**config.mk**
```make
export PLATFORM = sky130hd
export DESIGN_NAME = llb_detector
export DESIGN_NICKNAME = d
export VERILOG_FILES = /design/src/pkg/llb_pkg.sv /design/src/logic/llb_detector.sv /design/src/logic/llb_code_run.sv
export VERILOG_INCLUDE_DIRS = /design/src /design/src/pkg
export SDC_FILE = /design/constraint.sdc
export NUM_CORES = 1
export LEC_CHECK = 0
export BUFFER_PORTS_ARGS = -buffer_cell sky130_fd_sc_hd__buf_2
export CAP_MARGIN = 20
export CORE_MARGIN = 5
export CORE_UTILIZATION = 40
export DETAILED_ROUTE_END_ITERATION = 12
export GPL_ROUTABILITY_DRIVEN = 0
export GPL_TIMING_DRIVEN = 0
export RECOVER_POWER = 100
export SETUP_SLACK_MARGIN = 0.05
export SYNTH_ARGS = -nofsm -noshare
export SYNTH_HDL_FRONTEND = slang
export SYNTH_SLANG_ARGS = --single-unit
export TNS_END_PERCENT = 100
```
**constraint.sdc**
```tcl
create_clock -name clk_sys_i -period 2.7 [get_ports clk_sys_i]
set_clock_uncertainty 0.05 [all_clocks]
set_input_delay 0.135 -clock clk_sys_i [delete_from_list [all_inputs] [get_ports clk_sys_i]]
set_output_delay 0.135 -clock clk_sys_i [all_outputs]
set_load 0.1 [all_outputs]
```
**src/pkg/llb_regs.svh**
```systemverilog
/*
 * Constants of the latching loopback detector: code bytes, run lengths,
 * slot geometry and timing counts.
 * Assumes a 125 MHz system clock and a 24-slot DS0 frame.
 */
`ifndef LLB_REGS_SVH
`define LLB_REGS_SVH

// Control bit is bit 7; only the low seven bits are compared
`define LLB_CODE_MASK 8'h7f
`define LLB_TIP_BYTE 8'h3a
`define LLB_OWN_SEL_BYTE 8'h55
`define LLB_ENA_BYTE 8'h56
`define LLB_ONES_BYTE 8'h7f
`define LLB_FAR_VOICE_BYTE 8'h5a
`define LLB_IDLE_FILL 8'hff

`define LLB_TIP_MIN 8'd35
`define LLB_SEL_MIN 8'd35
`define LLB_ENA_MIN 8'd100
`define LLB_ONES_MIN 8'd35
`define LLB_FAR_MIN 8'd32

`define LLB_NUM_CODES 5
`define LLB_NUM_SLOTS 24
`define LLB_SLOT_W 5
`define LLB_TANDEM_W 3

`define LLB_CLK_HZ 64'd125000000
`define LLB_WDOG_SEC 64'd25
`define LLB_LOOPUP_MIN 64'd20
`define LLB_SEC_PER_MIN 64'd60
`define LLB_WDOG_CYC (`LLB_WDOG_SEC * `LLB_CLK_HZ)
`define LLB_LOOPUP_CYC (`LLB_LOOPUP_MIN * `LLB_SEC_PER_MIN * `LLB_CLK_HZ)
`define LLB_WDOG_W 32
`define LLB_LOOPUP_W 40

`endif

```
**src/pkg/llb_pkg.sv**
```systemverilog
/*
 * Types of the latching loopback detector.
 * Assumes llb_regs.svh for the numeric constants.
 */
`default_nettype none

package llb_pkg;

   typedef enum logic [2:0] {
      LLB_IDLE     = 3'b000,
      LLB_TIP_OK   = 3'b001,
      LLB_SEL_OK   = 3'b010,
      LLB_ENA_OK   = 3'b011,
      LLB_ONES_OK  = 3'b100,
      LLB_LOOPED   = 3'b101
   } llb_arm_state_t;

   typedef enum logic [3:0] {
      LLB_CMD_NET_ON       = 4'h0,
      LLB_CMD_NET_OFF      = 4'h1,
      LLB_CMD_CUST_ON      = 4'h2,
      LLB_CMD_CUST_OFF     = 4'h3,
      LLB_CMD_RMT_NET_ON   = 4'h4,
      LLB_CMD_RMT_NET_OFF  = 4'h5,
      LLB_CMD_RMT_CUST_ON  = 4'h6,
      LLB_CMD_RMT_CUST_OFF = 4'h7,
      LLB_CMD_RPT_ON       = 4'h8,
      LLB_CMD_RPT_OFF      = 4'h9
   } llb_craft_cmd_t;

   typedef enum logic [2:0] {
      LLB_CODE_TIP  = 3'd0,
      LLB_CODE_SEL  = 3'd1,
      LLB_CODE_ENA  = 3'd2,
      LLB_CODE_ONES = 3'd3,
      LLB_CODE_FAR  = 3'd4
   } llb_code_t;

endpackage : llb_pkg

`default_nettype wire

```
**src/logic/llb_detector.sv**
```systemverilog
/*
 * Latching loopback detector and loopback datapath of a fractional T1
 * channel unit: arms on the latching sequence in the primary DS0, loops
 * toward network or customer, handles button and craft requests and the
 * optional loopup timeout.
 * Assumes one byte strobe per DS0 slot with both directions aligned, a
 * slot number on each strobe, and button and craft inputs already
 * debounced to one-cycle pulses, all synchronous to clk_sys_i.
 */
// Notes on behaviour
// - Own select code 0x55 starts the network loop; craft may too.
// - Codes are searched only in the primary DS0 slot.
// - Network loop returns used slots to network, still passes on.
// - Customer loop returns used slots to customer, ones to network.
// - Customer unit button press toggles our customer loop.
// - Own button requests far unit network loop, or repeater loop.
// - Button loop released by next press or loopup timeout.
// - Craft commands set or clear local and remote loops.
// - First arming stage: 35 transition marker bytes.
// - Second stage: 35 select code bytes matching our own code.
// - Third stage: 100 loop enable bytes.
// - Final stage: 32 far voice bytes latch the loop when the count of ones stages passed equals tandem_index_i.
// - 25 second watchdog between stages abandons arming.
// - 35 transition marker bytes while looped release the loop.
// - Looped state holds the loop and keeps watching for release.
// - Optional 20 minute timeout, timed from a local or button loop, releases every loop.
// - Select codes of other units are ignored.
`include "llb_regs.svh"
`default_nettype none

module llb_detector
   import llb_pkg::*;
#(
   parameter logic [`LLB_WDOG_W-1:0] WDOG_CYCLES =
      `LLB_WDOG_W'(`LLB_WDOG_CYC),
   parameter logic [`LLB_LOOPUP_W-1:0] LOOPUP_CYCLES =
      `LLB_LOOPUP_W'(`LLB_LOOPUP_CYC)
) (
   input wire logic clk_sys_i,
   input wire logic sys_rst_i,
   input wire logic byte_stb_i,
   input wire logic [`LLB_SLOT_W-1:0] slot_i,
   input wire logic [`LLB_SLOT_W-1:0] primary_slot_i,
   input wire logic [`LLB_NUM_SLOTS-1:0] slot_in_use_i,
   input wire logic [7:0] net_rx_byte_i,
   input wire logic [7:0] cust_rx_byte_i,
   input wire logic [`LLB_TANDEM_W-1:0] tandem_index_i,
   input wire logic repeater_present_i,
   input wire logic loopup_timeout_en_i,
   input wire logic remote_loop_button_i,
   input wire logic remote_loop_key_i,
   input wire logic craft_cmd_valid_i,
   input wire logic [3:0] craft_cmd_i,
   output logic tx_stb_o,
   output logic [7:0] net_tx_byte_o,
   output logic [7:0] cust_tx_byte_o,
   output logic net_loop_o,
   output logic cust_loop_o,
   output logic rmt_net_loop_req_o,
   output logic rmt_cust_loop_req_o,
   output logic rpt_loop_req_o,
   output logic [2:0] arm_state_o
);

   localparam logic [7:0] CODE_PAT [`LLB_NUM_CODES] = '{
      `LLB_TIP_BYTE, `LLB_OWN_SEL_BYTE, `LLB_ENA_BYTE,
      `LLB_ONES_BYTE, `LLB_FAR_VOICE_BYTE
   };
   localparam logic [7:0] CODE_MIN [`LLB_NUM_CODES] = '{
      `LLB_TIP_MIN, `LLB_SEL_MIN, `LLB_ENA_MIN,
      `LLB_ONES_MIN, `LLB_FAR_MIN
   };

   llb_arm_state_t arm_q;
   llb_arm_state_t arm_d;
   logic [`LLB_WDOG_W-1:0] wdog_q;
   logic [`LLB_LOOPUP_W-1:0] loopup_q;
   logic [`LLB_TANDEM_W-1:0] iter_q;
   logic net_loop_q;
   logic cust_loop_q;
   logic craft_net_q;
   logic rmt_net_q;
   logic rmt_cust_q;
   logic rpt_q;
   logic btn_rmt_q;

   logic prim_stb;
   logic [`LLB_NUM_CODES-1:0] reach;
   logic [`LLB_NUM_CODES-1:0] run;
   logic wdog_expired;
   logic loopup_expired;
   logic code_latch;
   logic code_release;
   logic arming;
   logic any_loop;
   logic in_use;
   llb_craft_cmd_t cmd;

   assign prim_stb = byte_stb_i && (slot_i == primary_slot_i);
   assign cmd = llb_craft_cmd_t'(craft_cmd_i);

   genvar gi;
   generate
      for (gi = 0; gi < `LLB_NUM_CODES; gi++) begin : g_code
         llb_code_run #(
            .PATTERN(CODE_PAT[gi]),
            .MIN_COUNT(CODE_MIN[gi])
         ) u_run (
            .clk_sys_i(clk_sys_i),
            .sys_rst_i(sys_rst_i),
            .byte_stb_i(prim_stb),
            .byte_i(net_rx_byte_i),
            .reach_o(reach[gi]),
            .run_o(run[gi])
         );
      end
   endgenerate

   assign arming = (arm_q != LLB_IDLE) && (arm_q != LLB_LOOPED);
   assign wdog_expired = arming && (wdog_q >= WDOG_CYCLES - `LLB_WDOG_W'(1));
   assign any_loop = net_loop_q || cust_loop_q || btn_rmt_q;
   assign loopup_expired = loopup_timeout_en_i && any_loop &&
      (loopup_q >= LOOPUP_CYCLES - `LLB_LOOPUP_W'(1));

   // Arming sequence
   always_comb begin
      arm_d = arm_q;
      case (arm_q)
         LLB_IDLE: begin
            if (reach[LLB_CODE_TIP]) begin
               arm_d = LLB_TIP_OK;
            end
         end
         LLB_TIP_OK: begin
            if (reach[LLB_CODE_SEL]) begin
               arm_d = LLB_SEL_OK;
            end
         end
         LLB_SEL_OK: begin
            if (reach[LLB_CODE_ENA]) begin
               arm_d = LLB_ENA_OK;
            end
         end
         LLB_ENA_OK: begin
            if (reach[LLB_CODE_FAR]) begin
               arm_d = (iter_q == tandem_index_i) ? LLB_LOOPED : LLB_IDLE;
            end else if (reach[LLB_CODE_ONES]) begin
               arm_d = LLB_ONES_OK;
            end
         end
         LLB_ONES_OK: begin
            if (reach[LLB_CODE_ENA]) begin
               arm_d = LLB_ENA_OK;
            end
         end
         LLB_LOOPED: begin
            if (reach[LLB_CODE_TIP]) begin
               arm_d = LLB_IDLE;
            end
         end
         default: begin
            arm_d = LLB_IDLE;
         end
      endcase
      if (wdog_expired) begin
         arm_d = LLB_IDLE;
      end
      if (arm_q == LLB_LOOPED && (loopup_expired || !net_loop_q)) begin
         arm_d = LLB_IDLE;
      end
   end

   assign code_latch = (arm_q == LLB_ENA_OK) && (arm_d == LLB_LOOPED);
   assign code_release = (arm_q == LLB_LOOPED) && reach[LLB_CODE_TIP];

   always_ff @(posedge clk_sys_i) begin
      if (sys_rst_i) begin
         arm_q <= LLB_IDLE;
      end else begin
         arm_q <= arm_d;
      end
   end

   // Watchdog restarts at every completed stage
   always_ff @(posedge clk_sys_i) begin
      if (sys_rst_i) begin
         wdog_q <= '0;
      end else if (!arming || arm_d != arm_q) begin
         wdog_q <= '0;
      end else begin
         wdog_q <= wdog_q + `LLB_WDOG_W'(1);
      end
   end

   // Tandem iteration count
   always_ff @(posedge clk_sys_i) begin
      if (sys_rst_i) begin
         iter_q <= '0;
      end else if (arm_d == LLB_IDLE || arm_q == LLB_LOOPED) begin
         iter_q <= '0;
      end else if (arm_q == LLB_ENA_OK && arm_d == LLB_ONES_OK) begin
         iter_q <= iter_q + `LLB_TANDEM_W'(1);
      end
   end

   // Loopup timer runs while a local or button loop stands
   always_ff @(posedge clk_sys_i) begin
      if (sys_rst_i) begin
         loopup_q <= '0;
      end else if (!any_loop || loopup_expired) begin
         loopup_q <= '0;
      end else begin
         loopup_q <= loopup_q + `LLB_LOOPUP_W'(1);
      end
   end

   // Network-facing loop
   always_ff @(posedge clk_sys_i) begin
      if (sys_rst_i) begin
         net_loop_q <= 1'b0;
         craft_net_q <= 1'b0;
      end else if (loopup_expired || code_release) begin
         net_loop_q <= 1'b0;
         craft_net_q <= 1'b0;
      end else if (code_latch) begin
         net_loop_q <= 1'b1;
      end else if (craft_cmd_valid_i && cmd == LLB_CMD_NET_ON) begin
         net_loop_q <= 1'b1;
         craft_net_q <= 1'b1;
      end else if (craft_cmd_valid_i && cmd == LLB_CMD_NET_OFF) begin
         net_loop_q <= 1'b0;
         craft_net_q <= 1'b0;
      end else if (craft_cmd_valid_i && cmd == LLB_CMD_CUST_ON) begin
         net_loop_q <= 1'b0;
         craft_net_q <= 1'b0;
      end else if (remote_loop_key_i && !cust_loop_q) begin
         net_loop_q <= 1'b0;
         craft_net_q <= 1'b0;
      end
   end

   // Customer-facing loop
   always_ff @(posedge clk_sys_i) begin
      if (sys_rst_i) begin
         cust_loop_q <= 1'b0;
      end else if (loopup_expired) begin
         cust_loop_q <= 1'b0;
      end else if (code_latch) begin
         cust_loop_q <= 1'b0;
      end else if (remote_loop_key_i) begin
         cust_loop_q <= !cust_loop_q;
      end else if (craft_cmd_valid_i && cmd == LLB_CMD_CUST_ON) begin
         cust_loop_q <= 1'b1;
      end else if (craft_cmd_valid_i &&
                   (cmd == LLB_CMD_CUST_OFF || cmd == LLB_CMD_NET_ON)) begin
         cust_loop_q <= 1'b0;
      end
   end

   // Own button remote request
   always_ff @(posedge clk_sys_i) begin
      if (sys_rst_i) begin
         btn_rmt_q <= 1'b0;
      end else if (loopup_expired) begin
         btn_rmt_q <= 1'b0;
      end else if (remote_loop_button_i) begin
         btn_rmt_q <= !btn_rmt_q;
      end
   end

   always_ff @(posedge clk_sys_i) begin
      if (sys_rst_i) begin
         rmt_net_q <= 1'b0;
         rmt_cust_q <= 1'b0;
         rpt_q <= 1'b0;
      end else if (loopup_expired) begin
         rmt_net_q <= 1'b0;
         rmt_cust_q <= 1'b0;
         rpt_q <= 1'b0;
      end else if (craft_cmd_valid_i) begin
         case (cmd)
            LLB_CMD_RMT_NET_ON: begin
               rmt_net_q <= 1'b1;
            end
            LLB_CMD_RMT_NET_OFF: begin
               rmt_net_q <= 1'b0;
            end
            LLB_CMD_RMT_CUST_ON: begin
               rmt_cust_q <= 1'b1;
            end
            LLB_CMD_RMT_CUST_OFF: begin
               rmt_cust_q <= 1'b0;
            end
            LLB_CMD_RPT_ON: begin
               rpt_q <= 1'b1;
            end
            LLB_CMD_RPT_OFF: begin
               rpt_q <= 1'b0;
            end
            default: begin
               rpt_q <= rpt_q;
            end
         endcase
      end
   end

   // Button steers to repeater when present
   always_ff @(posedge clk_sys_i) begin
      if (sys_rst_i) begin
         rmt_net_loop_req_o <= 1'b0;
         rpt_loop_req_o <= 1'b0;
         rmt_cust_loop_req_o <= 1'b0;
      end else begin
         rmt_net_loop_req_o <= rmt_net_q ||
            (btn_rmt_q && !repeater_present_i);
         rpt_loop_req_o <= rpt_q || (btn_rmt_q && repeater_present_i);
         rmt_cust_loop_req_o <= rmt_cust_q;
      end
   end

   assign in_use = slot_in_use_i[slot_i];

   // Loop datapath, one registered byte per strobe
   always_ff @(posedge clk_sys_i) begin
      if (sys_rst_i) begin
         net_tx_byte_o <= `LLB_IDLE_FILL;
         cust_tx_byte_o <= `LLB_IDLE_FILL;
      end else if (byte_stb_i) begin
         if (cust_loop_q && in_use) begin
            // Ones to network, loop to customer
            net_tx_byte_o <= `LLB_IDLE_FILL;
            cust_tx_byte_o <= cust_rx_byte_i;
         end else if (net_loop_q && in_use) begin
            net_tx_byte_o <= net_rx_byte_i;
            cust_tx_byte_o <= net_rx_byte_i;
         end else begin
            net_tx_byte_o <= cust_rx_byte_i;
            cust_tx_byte_o <= net_rx_byte_i;
         end
      end
   end

   always_ff @(posedge clk_sys_i) begin
      if (sys_rst_i) begin
         tx_stb_o <= 1'b0;
      end else begin
         tx_stb_o <= byte_stb_i;
      end
   end

   assign net_loop_o = net_loop_q;
   assign cust_loop_o = cust_loop_q;
   assign arm_state_o = arm_q;

endmodule : llb_detector

`default_nettype wire

```
**src/logic/llb_code_run.sv**
```systemverilog
/*
 * Counts consecutive primary-slot bytes that match one code pattern
 * and pulses once when the run reaches its minimum length.
 * Assumes byte_stb_i is high for one cycle per primary-slot byte.
 */
`include "llb_regs.svh"
`default_nettype none

module llb_code_run #(
   parameter logic [7:0] PATTERN = 8'h00,
   parameter logic [7:0] MIN_COUNT = 8'h01
) (
   input wire logic clk_sys_i,
   input wire logic sys_rst_i,
   input wire logic byte_stb_i,
   input wire logic [7:0] byte_i,
   output logic reach_o,
   output logic run_o
);

   logic [7:0] count_q;
   logic match;

   assign match = ((byte_i ^ PATTERN) & `LLB_CODE_MASK) == 8'h00;

   always_ff @(posedge clk_sys_i) begin
      if (sys_rst_i) begin
         count_q <= 8'h00;
      end else if (byte_stb_i) begin
         if (!match) begin
            count_q <= 8'h00;
         end else if (count_q != MIN_COUNT) begin
            count_q <= count_q + 8'h01;
         end
      end
   end

   always_ff @(posedge clk_sys_i) begin
      if (sys_rst_i) begin
         reach_o <= 1'b0;
      end else begin
         reach_o <= byte_stb_i && match && (count_q == MIN_COUNT - 8'h01);
      end
   end

   assign run_o = (count_q == MIN_COUNT);

endmodule : llb_code_run

`default_nettype wire

```
==> impl_metrics.toml <==
[worst_setup_path]
r2r.worst_path.cells = 9
worst_setup_ep = "loopup_q[16]"
r2r_setup_slack_ns = 0.18
critPathKind = "reg2reg"
endpoint_type_of_the_worst_setup_path = "flop"
start_kind = "flop"
worstSetupStartpoint = "loopup_q[35]"
regToRegEndpoint = "loopup_q[16]"
critPathRequiredTime_ns = 2.97
worstPathArrival_ns = 2.79
crit_path_max_fanout = 10
worst_r2r_startpoint = "loopup_q[35]"

[grt]
antenna_found_initial = 0
grt_first_pass_wirelength_um = 28960
grt_overflow = 0
grt_max_degree = 17
number_of_global_route_vias_before_repair = 6082
grt.total_usage = 0.1626

[detailed_routing]
detail_route.drc_violations = 0
drt-pass1-iter-count = 4
drt_wl_total_um = 17100
antenna_left = 0
detailroute.via_count = 6247
routed_wire_length_per_instance_um = 14.10
first_iter_violations = 268
drt-vias-per-instance = 5.150

[sta]
maxSlewViolCount = 0
timing.final.crit_share = 0.9348
timing.slew.headroom = 0.1692
fmax_mhz = 396.2
report.final.hold_viol_count = 0
final_critical_path_setup_slack_ns = 0.1760
hold_slack_ns = 0.03738
fin_crit_ns = 2.524
grt_setup_unrepaired = "true"
setup_violations = 0
worst_pin_slew_ns = 1.252

[cts]
clk_pin_slew_ns = 0.06
cts_max_path_buffers = 2
cts_root_buf = "clkbuf_16"
clk_latency_ns = 0.42
clock_sinks = 149
cts_tree = "done"
clock_tree.htree_level_count = 4
tritoncts.num_buffers = 17

[power_and_ir_drop]
cellLeakagePower_nw = 3.158
p_total_mw = 4.953
power.density_nw_per_um2 = 565.9
worst_ir_drop_vdd_mv = 0.3701

[floorplan]
die-area_sq_um = 21300
initial_utilization = 0.4086
core-area_sq_um = 18090
design.portCount = 90
die_height_um = 145.9
placement_rows = 49
die_width_um = 145.9

[synth]
yosys.area.top_type = "dfxtp_1"
syn_area_sq_um = 7391
yosysMostFrequentCell = "nor2_1"
yosys_most_used_dff = "dfxtp_1"
synth.top_cells.by_area = "dfxtp_1 (40%), nor2_1 (8.5%), xor2_1 (7.1%), xnor2_1 (5.5%), nand2_1 (3.0%)"
synth_enable_flop_cells = 0
synthDistinctLibCells = 68
synthesis.instances = 860
yosys.area.top_type_share = 0.4036
synth_sequential_area_ratio = 0.4036
synth_fp_nets = 938
synthesis.yosys.warnings = 0
synth.ff_latch_count = 149
postSynth.asyncResetShare = 0
synth_top_cells_by_count = "nor2_1 (168), dfxtp_1 (149), xor2_1 (60)"
post_synth.cell_area_avg_sq_um = 8.594

[final_layout]
utilization = 0.4839
fin_area_sq_um = 8752
final_layout_size_suffix_gt1_frac = 0.1474
design.final.nets = 1050
num-fill-cells = 1767
n_antenna_cell = 0
area_growth_syn_to_layout_pct = 18.42
seq_area_sq_um = 2987
multiInputGateArea_sq_um = 4228

[min_path]
worstHoldPathType = "in2reg"
hold-path-cell-count = 4

[placement]
dp_worst_setup_slack_ns = -0.1893
io_buffer_count = 85
post-dp-hpwl_um = 12440
placedInstanceArea_sq_um = 8107

[status]
status = "finished, final reports clean"

[run]
timing.max_cap.violations = 0
==> critical path, stage by stage (launching register included) <==
cell	delay, ns
dfxtp_1	0.34
or3_1	0.37
or4_1	0.59
o21a_1	0.24
o31ai_2	0.08
a31o_2	0.19
nand2b_1	0.15
buf_4	0.20
buf_6	0.16
nor2_1	0.05
==> routing by layer <==
layer	track usage	up-vias	wire (um)	share of wire
met1	0.2096	2926	8077	0.47
met3	0.03550	17	622	0.036
met4	0.05176	0	216	0.013
li1	-	3208	-	-
met2	0.2719	96	8185	0.48
met5	0	-	0	0
==> cell usage in the layout, fill, tap and decap left out, types with 10 or more instances in the layout <==
cell,count
nor4_1,10
o21ai_0,13
ha_1,13
and3_1,25
buf_2,63
nor2_1,167
nand4_1,24
mux2i_1,12
clkbuf_16,17
nand3_1,34
nand2_1,59
clkbuf_1,47
a21oi_1,45
or3_1,13
dfxtp_1,146
xnor2_1,46
inv_1,20
nor3_1,21
xor2_1,60
==> registers in the layout (all words and copies together) (netlist names) <==
signal,flops
rmt_cust_loop_req_o,1
net_loop_o,1
rmt_net_loop_req_o,1
g_code.u_run.reach_o,5
rmt_cust_q,1
net_tx_byte_o,8
tx_stb_o,1
rpt_q,1
rmt_net_q,1
loopup_q,40
wdog_q,32
cust_loop_o,1
arm_state_o,3
iter_q,3
g_code.u_run.count_q,40
rpt_loop_req_o,1
cust_tx_byte_o,8
btn_rmt_q,1
==> how the worst min path moves through the flow <==
stage	to	start
CTS	rmt_net_q	craft_cmd_i[3]
global placement	cust_tx_byte_o[7]	cust_rx_byte_i[7]
global route	net_tx_byte_o[7]	net_rx_byte_i[7]
finish	rmt_net_q	craft_cmd_i[3]
detailed placement	cust_tx_byte_o[7]	cust_rx_byte_i[7]
floorplan	btn_rmt_q	remote_loop_button_i
==> cell families (layout without fill, tap and decap cells) <==
family | count (synthesis) | in the layout | synth area share
buffers and inverters | 48 | 172 | 0.03166
XOR/XNOR | 106 | 106 | 0.1256
AND/OR/NAND/NOR | 420 | 420 | 0.2820
multiplexers | 27 | 27 | 0.04825
flip-flops | 149 | 149 | 0.4036
AO/OA/AOI/OAI | 97 | 97 | 0.08685
adder cells (fa/ha/maj) | 13 | 13 | 0.02201
==> through the flow <==
step	std cells	setup TNS, ns
finish	1213	0
CTS	1211	0
detailed placement	1174	-4.069
global route	1213	0
floorplan	860	0
global placement	1174	-3.000
==> timing repair <==
action | CTS | global route
gates resized for setup | 2 | 13
setup endpoints to repair | 39 | 46
endpoints found under the hold margin | 6 | 0
hold buffers | 4 | 0
pin swaps | 2 | 2
setup buffers | 2 | 2
==> report_power, final <==
| group | switching [mW] | internal [mW] |
|---|---|---|
| registers | 0.0178 | 2.23 |
| clock network | 0.892 | 1.40 |
| logic | 0.292 | 0.124 |
==> final cells by class <==
class | count | area share
Multi-Input combinational cell | 663 | 0.4831
Sequential cell | 149 | 0.3412
Clock buffer | 23 | 0.05347
Timing Repair Buffer | 93 | 0.05232
Tap cell | 229 | 0.03274
Buffer | 28 | 0.01701
Clock inverter | 8 | 0.01158
Inverter | 20 | 0.008578
Note: power is estimated with default switching activity, not from simulation.
